## config.mk

```make
export PLATFORM = sky130hd
export DESIGN_NAME = dhm_top
export DESIGN_NICKNAME = d
export VERILOG_FILES = /design/src/dhm_pkg.sv /design/src/dhm_attr_if.sv /design/src/dhm_attr_mon.sv /design/src/dhm_timer.sv /design/src/dhm_top.sv
export SDC_FILE = /design/constraint.sdc
export NUM_CORES = 1
export LEC_CHECK = 0
export ABC_CLOCK_PERIOD_IN_PS = 8100
export BUFFER_PORTS_ARGS = -buffer_cell sky130_fd_sc_hd__buf_4
export CAP_MARGIN = 20
export CELL_PAD_IN_SITES_DETAIL_PLACEMENT = 0
export CELL_PAD_IN_SITES_GLOBAL_PLACEMENT = 1
export CORE_MARGIN = 5
export CORE_UTILIZATION = 45
export DETAILED_ROUTE_END_ITERATION = 8
export GPL_TIMING_DRIVEN = 0
export PLACE_DENSITY_LB_ADDON = 0.1
export SETUP_SLACK_MARGIN = 0.05
export SLEW_MARGIN = 20
export SYNTH_ARGS = -nofsm -noshare
export SYNTH_HDL_FRONTEND = slang
export SYNTH_SLANG_ARGS = --single-unit
```

## constraint.sdc

```tcl
create_clock -name clk -period 8.1 [get_ports clk]
set_clock_uncertainty 0.15 [all_clocks]
set_input_delay 0.405 -clock clk [delete_from_list [all_inputs] [get_ports clk]]
set_output_delay 0.405 -clock clk [all_outputs]
set_load 0.05 [all_outputs]
```

## src/dhm_pkg.sv

```systemverilog
// shared constants and types for the drive health monitor
package dhm_pkg;
   localparam int unsigned CLK_MHZ           = 200;
   localparam int unsigned MEAS_PERIOD_S     = 3600;
   localparam int unsigned TEMP_PERIOD_S     = 600;
   localparam int unsigned MAX_DELAY_MS      = 75;
   localparam longint unsigned MEAS_CYCLES   = longint'(MEAS_PERIOD_S) * CLK_MHZ * 1000000;
   localparam longint unsigned TEMP_CYCLES   = longint'(TEMP_PERIOD_S) * CLK_MHZ * 1000000;
   localparam longint unsigned DELAY_CYCLES  = longint'(MAX_DELAY_MS) * CLK_MHZ * 1000;
   localparam int unsigned TIMER_W           = 40;
   localparam logic [7:0]  LOG_PAGE_TIMER    = 8'h3e;
   localparam logic [7:0]  MODE_PAGE_IEC     = 8'h1c;
   localparam logic [3:0]  REPORT_SENSE      = 4'h1;
   localparam logic [3:0]  SK_RECOVERED      = 4'h1;
   localparam logic [3:0]  SK_NOT_READY      = 4'h2;
   localparam logic [7:0]  ASC_PREDICT       = 8'h5d;
   localparam logic [7:0]  ASC_TEMP          = 8'h08;
   localparam logic [7:0]  ASCQ_TEMP         = 8'h01;
   localparam logic [7:0]  ASC_NOT_READY     = 8'h04;
   localparam logic [7:0]  ASCQ_NR_CAUSE     = 8'h00;
   localparam logic [7:0]  ASCQ_NR_MANUAL    = 8'h03;
   localparam logic [3:0]  ST_RUNNING        = 4'hf;
   localparam logic [3:0]  ST_PASS           = 4'h0;
   localparam logic [3:0]  ST_FAIL_SEEK      = 4'h5;
   localparam logic [3:0]  ST_FAIL_TRACK     = 4'h6;
   localparam logic [3:0]  ST_FAIL_READ      = 4'h7;
   localparam logic [3:0]  ST_FAIL_WRITE     = 4'h4;
   localparam logic [3:0]  ST_ABORTED        = 4'h1;

   typedef enum logic [2:0] {
      DHM_IDLE = 3'b001,
      DHM_MEAS = 3'b010,
      DHM_SAVE = 3'b100
   } dhm_meas_type;
endpackage

```

## src/dhm_attr_if.sv

```systemverilog
// per-attribute event and verdict bundle
`timescale 1ns/10ps
interface dhm_attr_if;
   logic op;
   logic err;
   logic clear;
   logic predict;
   modport mon (input op, input err, input clear, output predict);
   modport core (output op, output err, output clear, input predict);
endinterface

```

## src/dhm_attr_mon.sv

```systemverilog
// interval, failure and failure-history counters for one attribute
`timescale 1ns/10ps
module dhm_attr_mon #(
   parameter int unsigned INTERVAL  = 1000,
   parameter int unsigned ERR_LIMIT = 10,
   parameter int unsigned PRED_LIM  = 8
) (
   input  wire logic clk,
   input  wire logic rst,
   dhm_attr_if.mon   a
);
   localparam int IW = $clog2(INTERVAL + 1);
   localparam int EW = $clog2(ERR_LIMIT + 2);
   localparam int HW = $clog2(PRED_LIM + 1);

   typedef struct packed {
      logic [IW-1:0] ops;
      logic [EW-1:0] errs;
      logic [HW-1:0] hist;
      logic          pred;
   } dhm_attr_state_type;

   dhm_attr_state_type s_r;
   dhm_attr_state_type s_nxt;
   logic               bad;
   logic               done;

   assign a.predict = s_r.pred;

   always_comb begin
      s_nxt = s_r;
      bad   = 1'b0;
      done  = 1'b0;
      if (a.clear) begin
         s_nxt = '0;
      end else begin
         if (a.op) begin
            s_nxt.ops = s_r.ops + IW'(1); // [RULE_09]
         end
         if (a.err && s_r.errs <= EW'(ERR_LIMIT)) begin
            s_nxt.errs = s_r.errs + EW'(1); // [RULE_09]
         end
         // limit crossed early ends the interval as unacceptable
         bad  = s_nxt.errs > EW'(ERR_LIMIT); // [RULE_10]
         done = bad || (s_nxt.ops >= IW'(INTERVAL));
         if (done) begin
            s_nxt.ops  = '0; // [RULE_10]
            s_nxt.errs = '0;
            if (bad) begin
               if (s_r.hist < HW'(PRED_LIM)) begin
                  s_nxt.hist = s_r.hist + HW'(1); // [RULE_11]
               end
            end else if (s_r.hist != '0) begin
               s_nxt.hist = s_r.hist - HW'(1); // [RULE_11]
            end
         end
         if (s_nxt.hist >= HW'(PRED_LIM)) begin
            s_nxt.pred = 1'b1; // [RULE_12]
         end
      end
   end

   always_ff @(posedge clk or posedge rst) begin
      if (rst) begin
         s_r <= '0;
      end else begin
         s_r <= s_nxt;
      end
   end
endmodule

```

## src/dhm_timer.sv

```systemverilog
// free running period timer with restart and remaining-count view
`timescale 1ns/10ps
module dhm_timer #(
   parameter longint unsigned PERIOD = 1000,
   parameter int unsigned     W      = 40
) (
   input  wire logic         clk,
   input  wire logic         rst,
   input  wire logic         restart,
   output logic              tick,
   output logic [W-1:0]      remain
);
   typedef struct packed {
      logic [W-1:0] cnt;
      logic         tick;
   } dhm_tmr_state_type;

   dhm_tmr_state_type s_r;
   dhm_tmr_state_type s_nxt;

   assign tick   = s_r.tick;
   assign remain = s_r.cnt;

   always_comb begin
      s_nxt      = s_r;
      s_nxt.tick = 1'b0;
      if (restart) begin
         s_nxt.cnt = W'(PERIOD - 1);
      end else if (s_r.cnt == '0) begin
         s_nxt.cnt  = W'(PERIOD - 1);
         s_nxt.tick = 1'b1;
      end else begin
         s_nxt.cnt = s_r.cnt - W'(1);
      end
   end

   // count starts at zero so the first tick lands right after reset
   always_ff @(posedge clk or posedge rst) begin
      if (rst) begin
         s_r <= '0;
      end else begin
         s_r <= s_nxt;
      end
   end
endmodule

```

## src/dhm_top.sv

```systemverilog
// drive health monitor: failure prediction, thermal check, self-test verdicts
// How it works
// RULE_01 - disable bit stops all prediction; else collect online
// RULE_02 - online-only bit suppresses offline attribute measurement
// RULE_03 - recalibrate forces measurement, restarts hourly timer
// RULE_04 - timer log page returns time to next measurement
// RULE_05 - hourly measurement only when idle; host interrupts
// RULE_06 - online processing adds at most 75 ms
// RULE_07 - report method one gives predictive sense, unit code
// RULE_08 - reported predictive code persists across resets
// RULE_09 - interval counter and failure counter per attribute
// RULE_10 - errors over limit mark bad interval; restart counters
// RULE_11 - history counter up on bad, down on good
// RULE_12 - history at threshold signals predictive failure
// RULE_13 - temperature sampled at power-up, every ten minutes
// RULE_14 - hot sample raises thermal warning, saves frame
// RULE_15 - thermal warning gated by enable, follows report method
// RULE_16 - self-test keeps retries; recovered errors never fail
// RULE_17 - self-test fails only on unrecovered seek/track/read/write
// RULE_18 - host checks readiness before self-test command
// RULE_19 - motor, servo or table fault reports not ready
// RULE_20 - self-test result Fh at start, zero or fail after; an abort here leaves 1h (ST_ABORTED)
// RULE_21 - attribute limits are build-time parameters
`timescale 1ns/10ps
module dhm_top #(
   parameter int unsigned     N_ATTR     = 4,
   parameter int unsigned     INTERVAL   = 1000, // [RULE_21]
   parameter int unsigned     ERR_LIMIT  = 10,
   parameter int unsigned     PRED_LIM   = 8,
   parameter longint unsigned MEAS_CYC   = dhm_pkg::MEAS_CYCLES,
   parameter longint unsigned TEMP_CYC   = dhm_pkg::TEMP_CYCLES,
   parameter int unsigned     MEAS_STEPS = 64
) (
   input  wire logic                     clk,
   input  wire logic                     rst,
   input  wire logic                     exceptions_disable_bit,
   input  wire logic                     online_only_bit,
   input  wire logic [3:0]               report_method_field,
   input  wire logic                     temp_warning_enable,
   input  wire logic                     recalibrate_command,
   input  wire logic                     host_busy,
   input  wire logic [N_ATTR-1:0]        attr_op,
   input  wire logic [N_ATTR-1:0]        attr_err,
   input  wire logic                     pred_code_valid_nv,
   input  wire logic [7:0]               pred_fru_nv,
   input  wire logic                     pred_clear,
   input  wire logic [7:0]               temp_value,
   input  wire logic [7:0]               temp_limit,
   input  wire logic                     sense_ack,
   input  wire logic                     drive_self_test,
   input  wire logic                     self_test_abort,
   input  wire logic                     self_test_done,
   input  wire logic                     st_seek_unrec,
   input  wire logic                     st_track_unrec,
   input  wire logic                     st_read_unrec,
   input  wire logic                     st_write_unrec,
   input  wire logic                     motor_fault,
   input  wire logic                     servo_fault,
   input  wire logic                     config_fault,
   input  wire logic                     manual_spin_needed,
   input  wire logic [7:0]               log_page_sel,
   output logic [dhm_pkg::TIMER_W-1:0]   log_time_remain,
   output logic                          measuring,
   output logic                          save_frame,
   output logic                          pred_fail,
   output logic [7:0]                    pred_fru,
   output logic                          sense_valid,
   output logic [3:0]                    sense_key,
   output logic [7:0]                    sense_asc,
   output logic [7:0]                    sense_ascq,
   output logic                          retries_enable,
   output logic                          diag_failed,
   output logic [3:0]                    self_test_result,
   output logic                          not_ready,
   output logic [7:0]                    tur_asc,
   output logic [7:0]                    tur_ascq
);
   localparam int SW = $clog2(MEAS_STEPS + 1);

   // field pins from the sensor and fault lines arrive asynchronously
   logic [7:0] temp_s1_r;
   logic [7:0] temp_s2_r;
   logic [2:0] flt_s1_r;
   logic [2:0] flt_s2_r;

   always_ff @(posedge clk or posedge rst) begin
      if (rst) begin
         temp_s1_r <= 8'h00;
         temp_s2_r <= 8'h00;
         flt_s1_r  <= 3'h0;
         flt_s2_r  <= 3'h0;
      end else begin
         temp_s1_r <= temp_value;
         temp_s2_r <= temp_s1_r;
         flt_s1_r  <= {motor_fault, servo_fault, config_fault};
         flt_s2_r  <= flt_s1_r;
      end
   end

   typedef struct packed {
      dhm_pkg::dhm_meas_type        st;
      logic [SW-1:0]                step;
      logic                         save;
      logic                         pred;
      logic [7:0]                   fru;
      logic                         nv_loaded;
      logic                         temp_hot;
      logic                         ttk;
      logic                         sv;
      logic [3:0]                   sk;
      logic [7:0]                   asc;
      logic [7:0]                   ascq;
      logic                         st_run;
      logic [3:0]                   st_res;
      logic                         dfail;
      logic                         nrdy;
      logic [7:0]                   nasc;
      logic [7:0]                   nascq;
      logic [dhm_pkg::TIMER_W-1:0]  lt;
   } dhm_state_type;

   dhm_state_type s_r;
   dhm_state_type s_nxt;

   logic                         meas_tick;
   logic                         temp_tick;
   logic [dhm_pkg::TIMER_W-1:0]  meas_remain;
   logic                         meas_restart;
   logic [N_ATTR-1:0]            attr_pred;
   logic                         attr_clr;

   dhm_attr_if ai [N_ATTR] ();

   // attribute counters are held clear while prediction is off
   assign attr_clr = exceptions_disable_bit; // [RULE_01]

   genvar g;
   generate
      for (g = 0; g < N_ATTR; g++) begin : g_attr
         assign ai[g].op    = attr_op[g]; // [RULE_01]
         assign ai[g].err   = attr_err[g];
         assign ai[g].clear = attr_clr;
         assign attr_pred[g] = ai[g].predict;
         dhm_attr_mon #(
            .INTERVAL  (INTERVAL),
            .ERR_LIMIT (ERR_LIMIT),
            .PRED_LIM  (PRED_LIM)
         ) u_attr (
            .clk (clk),
            .rst (rst),
            .a   (ai[g])
         );
      end
   endgenerate

   assign meas_restart = recalibrate_command; // [RULE_03]

   dhm_timer #(.PERIOD(MEAS_CYC), .W(dhm_pkg::TIMER_W)) u_meas_tmr (
      .clk     (clk),
      .rst     (rst),
      .restart (meas_restart),
      .tick    (meas_tick),
      .remain  (meas_remain)
   );

   // first tick right after reset gives the power-up temperature sample
   dhm_timer #(.PERIOD(TEMP_CYC), .W(dhm_pkg::TIMER_W)) u_temp_tmr (
      .clk     (clk),
      .rst     (rst),
      .restart (1'b0),
      .tick    (temp_tick), // [RULE_13]
      .remain  ()
   );

   logic       offline_ok;
   logic       pred_any;
   logic [7:0] pred_idx;

   always_comb begin
      pred_idx = 8'h00;
      for (int i = N_ATTR - 1; i >= 0; i--) begin
         if (attr_pred[i]) begin
            pred_idx = 8'(i + 1);
         end
      end
   end

   assign pred_any   = |attr_pred;
   assign offline_ok = !exceptions_disable_bit && !online_only_bit; // [RULE_02]

   always_comb begin
      s_nxt      = s_r;
      s_nxt.save = 1'b0;
      // hourly measurement, preempted whenever the host is busy unless recalibrate_command is asserted
      case (s_r.st)
         dhm_pkg::DHM_IDLE: begin
            if (offline_ok && recalibrate_command) begin
               s_nxt.st   = dhm_pkg::DHM_MEAS; // [RULE_03]
               s_nxt.step = '0;
            end else if (offline_ok && meas_tick && !host_busy) begin
               s_nxt.st   = dhm_pkg::DHM_MEAS; // [RULE_05]
               s_nxt.step = '0;
            end
         end
         dhm_pkg::DHM_MEAS: begin
            if (!offline_ok || (host_busy && !recalibrate_command)) begin
               s_nxt.st = dhm_pkg::DHM_IDLE; // [RULE_05]
            end else if (s_r.step >= SW'(MEAS_STEPS - 1)) begin
               s_nxt.st = dhm_pkg::DHM_SAVE;
            end else begin
               s_nxt.step = s_r.step + SW'(1);
            end
         end
         dhm_pkg::DHM_SAVE: begin
            s_nxt.save = 1'b1;
            s_nxt.st   = dhm_pkg::DHM_IDLE;
         end
         default: begin
            s_nxt.st = dhm_pkg::DHM_IDLE;
         end
      endcase

      // stored code reloads once after reset so it survives power cycles
      if (!s_r.nv_loaded) begin
         s_nxt.nv_loaded = 1'b1;
         s_nxt.pred      = pred_code_valid_nv; // [RULE_08]
         s_nxt.fru       = pred_fru_nv;
      end else if (!exceptions_disable_bit && pred_any && !s_r.pred) begin
         s_nxt.pred = 1'b1; // [RULE_12]
         s_nxt.fru  = pred_idx; // [RULE_07]
         s_nxt.save = 1'b1;
      end else if (pred_clear && !(pred_any && !exceptions_disable_bit)) begin
         s_nxt.pred = 1'b0;
      end

      // tick delayed a cycle: the power-up sample must not see the sync reset zeros
      s_nxt.ttk = temp_tick; // [RULE_13]
      if (s_r.ttk) begin
         s_nxt.temp_hot = temp_s2_r > temp_limit; // [RULE_14]
         if (temp_s2_r > temp_limit && !exceptions_disable_bit) begin
            s_nxt.save = 1'b1; // [RULE_14]
         end
      end

      if (sense_ack) begin
         s_nxt.sv = 1'b0;
      end
      if (report_method_field == dhm_pkg::REPORT_SENSE && !exceptions_disable_bit) begin
         if (s_r.pred && !s_r.sv && !sense_ack) begin
            s_nxt.sv   = 1'b1; // [RULE_07]
            s_nxt.sk   = dhm_pkg::SK_RECOVERED;
            s_nxt.asc  = dhm_pkg::ASC_PREDICT;
            s_nxt.ascq = 8'h00;
         end else if (s_r.ttk && temp_s2_r > temp_limit && temp_warning_enable) begin
            s_nxt.sv   = 1'b1; // [RULE_15]
            s_nxt.sk   = dhm_pkg::SK_RECOVERED;
            s_nxt.asc  = dhm_pkg::ASC_TEMP;
            s_nxt.ascq = dhm_pkg::ASCQ_TEMP;
         end
      end

      if (drive_self_test && !s_r.st_run) begin
         s_nxt.st_run = 1'b1;
         s_nxt.st_res = dhm_pkg::ST_RUNNING; // [RULE_20]
         s_nxt.dfail  = 1'b0;
      end else if (s_r.st_run) begin
         // only unrecovered errors reach these lines
         if (st_seek_unrec) begin
            s_nxt.st_res = dhm_pkg::ST_FAIL_SEEK; // [RULE_17]
            s_nxt.dfail  = 1'b1;
            s_nxt.st_run = 1'b0;
         end else if (st_track_unrec) begin
            s_nxt.st_res = dhm_pkg::ST_FAIL_TRACK;
            s_nxt.dfail  = 1'b1;
            s_nxt.st_run = 1'b0;
         end else if (st_read_unrec) begin
            s_nxt.st_res = dhm_pkg::ST_FAIL_READ;
            s_nxt.dfail  = 1'b1; // [RULE_16]
            s_nxt.st_run = 1'b0;
         end else if (st_write_unrec) begin
            s_nxt.st_res = dhm_pkg::ST_FAIL_WRITE;
            s_nxt.dfail  = 1'b1;
            s_nxt.st_run = 1'b0;
         end else if (self_test_abort) begin
            s_nxt.st_res = dhm_pkg::ST_ABORTED;
            s_nxt.st_run = 1'b0;
         end else if (self_test_done) begin
            s_nxt.st_res = dhm_pkg::ST_PASS; // [RULE_20]
            s_nxt.st_run = 1'b0;
         end
      end

      s_nxt.nrdy  = |flt_s2_r; // [RULE_19]
      s_nxt.nasc  = (|flt_s2_r) ? dhm_pkg::ASC_NOT_READY : 8'h00;
      s_nxt.nascq = manual_spin_needed ? dhm_pkg::ASCQ_NR_MANUAL : dhm_pkg::ASCQ_NR_CAUSE;
      s_nxt.lt    = (log_page_sel == dhm_pkg::LOG_PAGE_TIMER) ? meas_remain : '0; // [RULE_04]
   end

   always_ff @(posedge clk or posedge rst) begin
      if (rst) begin
         s_r    <= '0;
         s_r.st <= dhm_pkg::DHM_IDLE;
      end else begin
         s_r <= s_nxt;
      end
   end

   assign measuring        = s_r.st == dhm_pkg::DHM_MEAS;
   assign save_frame       = s_r.save;
   assign pred_fail        = s_r.pred;
   assign pred_fru         = s_r.fru;
   assign sense_valid      = s_r.sv;
   assign sense_key        = s_r.sk;
   assign sense_asc        = s_r.asc;
   assign sense_ascq       = s_r.ascq;
   assign retries_enable   = 1'b1; // [RULE_16] never reduced, even in self-test
   assign diag_failed      = s_r.dfail;
   assign self_test_result = s_r.st_res;
   assign not_ready        = s_r.nrdy;
   assign tur_asc          = s_r.nasc;
   assign tur_ascq         = s_r.nascq;
   assign log_time_remain  = s_r.lt;
endmodule

```

==> flow_summary.yaml <==
clock_network:
  clkTransAtPathRegs_ps: 60
  cts_num_sinks: 254
  ctsResizeCount: 0
  post_cts_buffers: 0
  clockBufferDepth: 3
  cts_hold_buf: 27
  clk_latency_ps: 540
  clk_root_buffer_cell: "clkbuf_16"
  cts-htree-levels: 1
  cts_buffers: 28
  tritoncts: "built"
timing:
  finalMaxSlewViolations: 0
  timing.slew.headroom_pct: 29.2
  max_freq_mhz: 307
  final.period_utilization_pct: 40.3
  worst_slew_pin_slew_ps: 1050
  rsz0062_at_grt: "no"
  setup_slack_ps: 4840
  hold_violations: 0
  tns_ps: 0
  fin_crit_ps: 3260
  finalSetupViolations: 0
routing:
  wl_um: 26400
  drt_iter0_drc: 399
  post_drt_wl_per_cell_um: 13.9
  drc: 0
  drt_first_pass_iters: 5
  vias_per_cell: 4.89
  ant_nets: 0
  vias: 9257
cells_and_area:
  drive_above_1_share_pct: 20.0
  register_area_mm2: 0.00636
  syn2layout_area_growth_pct: 21.7
  nNetsFinal: 1592
  fillCellCount: 2550
  multiInputGateArea_mm2: 0.00536
  final_cells: 1892
  diodes: 0
  post-route-util_pct: 55.4
floorplanning:
  die-height_um: 178
  coreArea_mm2: 0.0278
  std_cell_rows: 61
  fp.dieArea_mm2: 0.0316
  start_util_pct: 45.5
  dieWidth_um: 178
  ios: 160
hold_path:
  min_to: "self_test_result[1]"
  holdPathStages: 4
  hp-class: "input port to flip-flop"
  hp-start: "st_seek_unrec"
pwr:
  p_clk_share_pct: 41.8
  switching_share_pct: 26.0
  p_int_mw: 2.15
  switching_power_mw: 0.755
  finalPower_mw: 2.90
  power.leakage_nw: 7.02
  pwr-share-seq_pct: 46.1
  combPwrFrac_pct: 12.1
  powerDensity_mw_per_mm2: 189
  peakVddDrop_uv: 175
synth:
  async_flop_share_pct: 100
  post_synth_num_cell_types: 73
  ys_ff_latch: 254
  synth-seq-area-share_pct: 50.2
  synth-edff-count: 0
  yosys_warnings: 0
  syn_avg_cell_area_um2: 9.87
  mappedNetlistArea_mm2: 0.0127
  synthFlopType: "dfrtp_1"
  netlist_instances: 1282
critical_path:
  end_kind: "flip-flop"
  worstSetupPathType: "flip-flop to flip-flop"
  r2r_cells: 8
  required_ps: 8370
  r2r-end: "u_meas_tmr.remain[16]"
  crit_fanout: 10
  r2r_start: "u_meas_tmr.remain[24]"
  crit_path_start_kind: "flip-flop"
  cp_data_arrival_time_ps: 3530
  r2r_setup_slack_ps: 4840
placement:
  place_congestion: 0.797
  placed_cells: 1815
  pre_cts_slack_ps: 4880
  port_buffers: 127
  dp_hpwl_um: 18300
global_routing:
  grt_util_all_layers_pct: 16.8
  grt_antenna_before_repair: 0
  grt_max_degree: 104
  grt_overflow: 0
  grt_pass1_wl_um: 44400
  grt_pass1_vias: 9277
run_status:
  outcome: "finished clean"
flow_run:
  cap_violations: 0
## cells in the final DEF, fill, tap and decap left out, types with 13 or more instances in the layout
cell / instances
nand4_1: 25
dlygate4sd3_1: 27
clkbuf_1: 36
xnor2_1: 64
nor4_1: 13
a21oi_1: 39
or3_1: 21
nand2b_1: 13
nand3_1: 36
xor2_1: 38
clkbuf_16: 28
and2_1: 42
conb_1: 28
nor3_1: 38
nor2b_1: 13
dfrtp_1: 253
ha_1: 33
nor2_1: 173
nand2_1: 97
o21ai_0: 27
inv_1: 59
buf_4: 216
## cell type report
cell class | instances | area share, %
flip-flops and latches | 254 | 41.3
multi-input cells | 869 | 34.8
repair buffers | 156 | 8.31
plain buffers | 124 | 5.26
clock buffers | 38 | 5.12
well taps | 378 | 3.07
inverters | 61 | 1.54
clock inverters | 12 | 0.626
## metrics by stage
stage / hold WS, ps / instance area, um^2
detailed placement: 186 / 14200
global placement: 183 / 14200
floorplan: 181 / 12800
CTS: 10.3 / 15400
finish: 30.3 / 15400
global route: 39.5 / 15400
## worst max-delay path: stages (launching register included)
cell      delay, ps
dfrtp_1         430
or4_1           590
or4_4           470
or3_4           400
nor3_2          320
nand2_1         150
nand2b_1        230
buf_2           310
nor2_1           90
## routing by layer
| metal | up-vias | global-route usage [%] | wire length [um] |
|---|---|---|---|
| met5 | - | 0 | 0 |
| met4 | 0 | 4.48 | 591 |
| met3 | 39 | 3.15 | 997 |
| met2 | 112 | 28.0 | 12700 |
| met1 | 4426 | 22.6 | 12000 |
| li1 | 4680 | - | - |
## sequential cells by signal, summed over array words and instances, names as in the netlist, 3 cells and up
register                 flops
g_attr.u_attr.s_r           72
log_time_remain             40
u_meas_tmr.remain           40
u_temp_tmr.remain           40
s_r                         13
pred_fru                     8
temp_s1_r                    8
temp_s2_r                    8
g_attr.u_attr.a.predict      4
self_test_result             4
flt_s1_r                     3
flt_s2_r                     3
## kinds of logic (layout without fill, tap and decap cells)
logic type | count (synthesis) | count (layout) | share of synthesized area, %
and+or+nand+nor | 536 | 536 | 21.6
DFF | 254 | 254 | 50.2
adders and majority gates | 33 | 33 | 3.26
buffers and inverters | 185 | 391 | 8.21
muxes | 21 | 21 | 1.76
xor gates and xnor gates | 102 | 102 | 7.06
AOI/OAI and AO/OA | 149 | 149 | 7.79
other | 2 | 28 | 0.0594
## cells in the mapped netlist, types with 5 or more instances
cell	instances	share of area, %
nor3b_1	6	0.36
nor4b_1	5	0.35
a211oi_1	6	0.36
xor2_1	38	2.6
and2_1	42	2.1
xnor2_1	64	4.4
mux2_2	10	0.89
nor4_1	13	0.64
o22ai_1	10	0.49
a41oi_1	5	0.35
nand3_1	36	1.4
dfrtp_1	253	50
a21oi_1	39	1.5
ha_1	33	3.3
or3_1	21	1.0
and3_1	10	0.49
nand4_1	25	1.2
nor2_1	173	5.1
o21a_1	5	0.30
o21ai_0	27	1.1
inv_1	60	1.8
a31oi_1	11	0.54
mux2i_1	11	0.87
buf_4	89	5.3
nor2b_1	13	0.64
nand2_1	97	2.9
clkbuf_1	31	0.92
or4_1	12	0.71
nand2b_1	13	0.64
nand3b_1	7	0.42
nor3_1	38	1.5
## worst max-delay path by stage
stage                              endpoint  cells after the start  slack (ps)                  start
CTS                   u_temp_tmr.remain[26]                      7        4860  u_temp_tmr.remain[23]
global placement    g_attr[0].u_attr.s_r[9]                      2       -2530                    rst
floorplan                       diag_failed                      1         560                    rst
finish                u_meas_tmr.remain[16]                      8        4840  u_meas_tmr.remain[24]
detailed placement    u_meas_tmr.remain[16]                      8        4880  u_meas_tmr.remain[24]
global route          u_meas_tmr.remain[28]                      8        4670  u_meas_tmr.remain[24]
## power by group through the flow
stage	sequential [mW]	clock [mW]	combinational, mW
after floorplan	1.36	0	0.239
after global placement	1.36	0	0.340
after detailed placement	1.36	0	0.346
after global routing	1.34	1.31	0.385
final	1.34	1.21	0.352
after CTS	1.34	1.26	0.358
No activity file was read; power rests on OpenSTA's default activity.
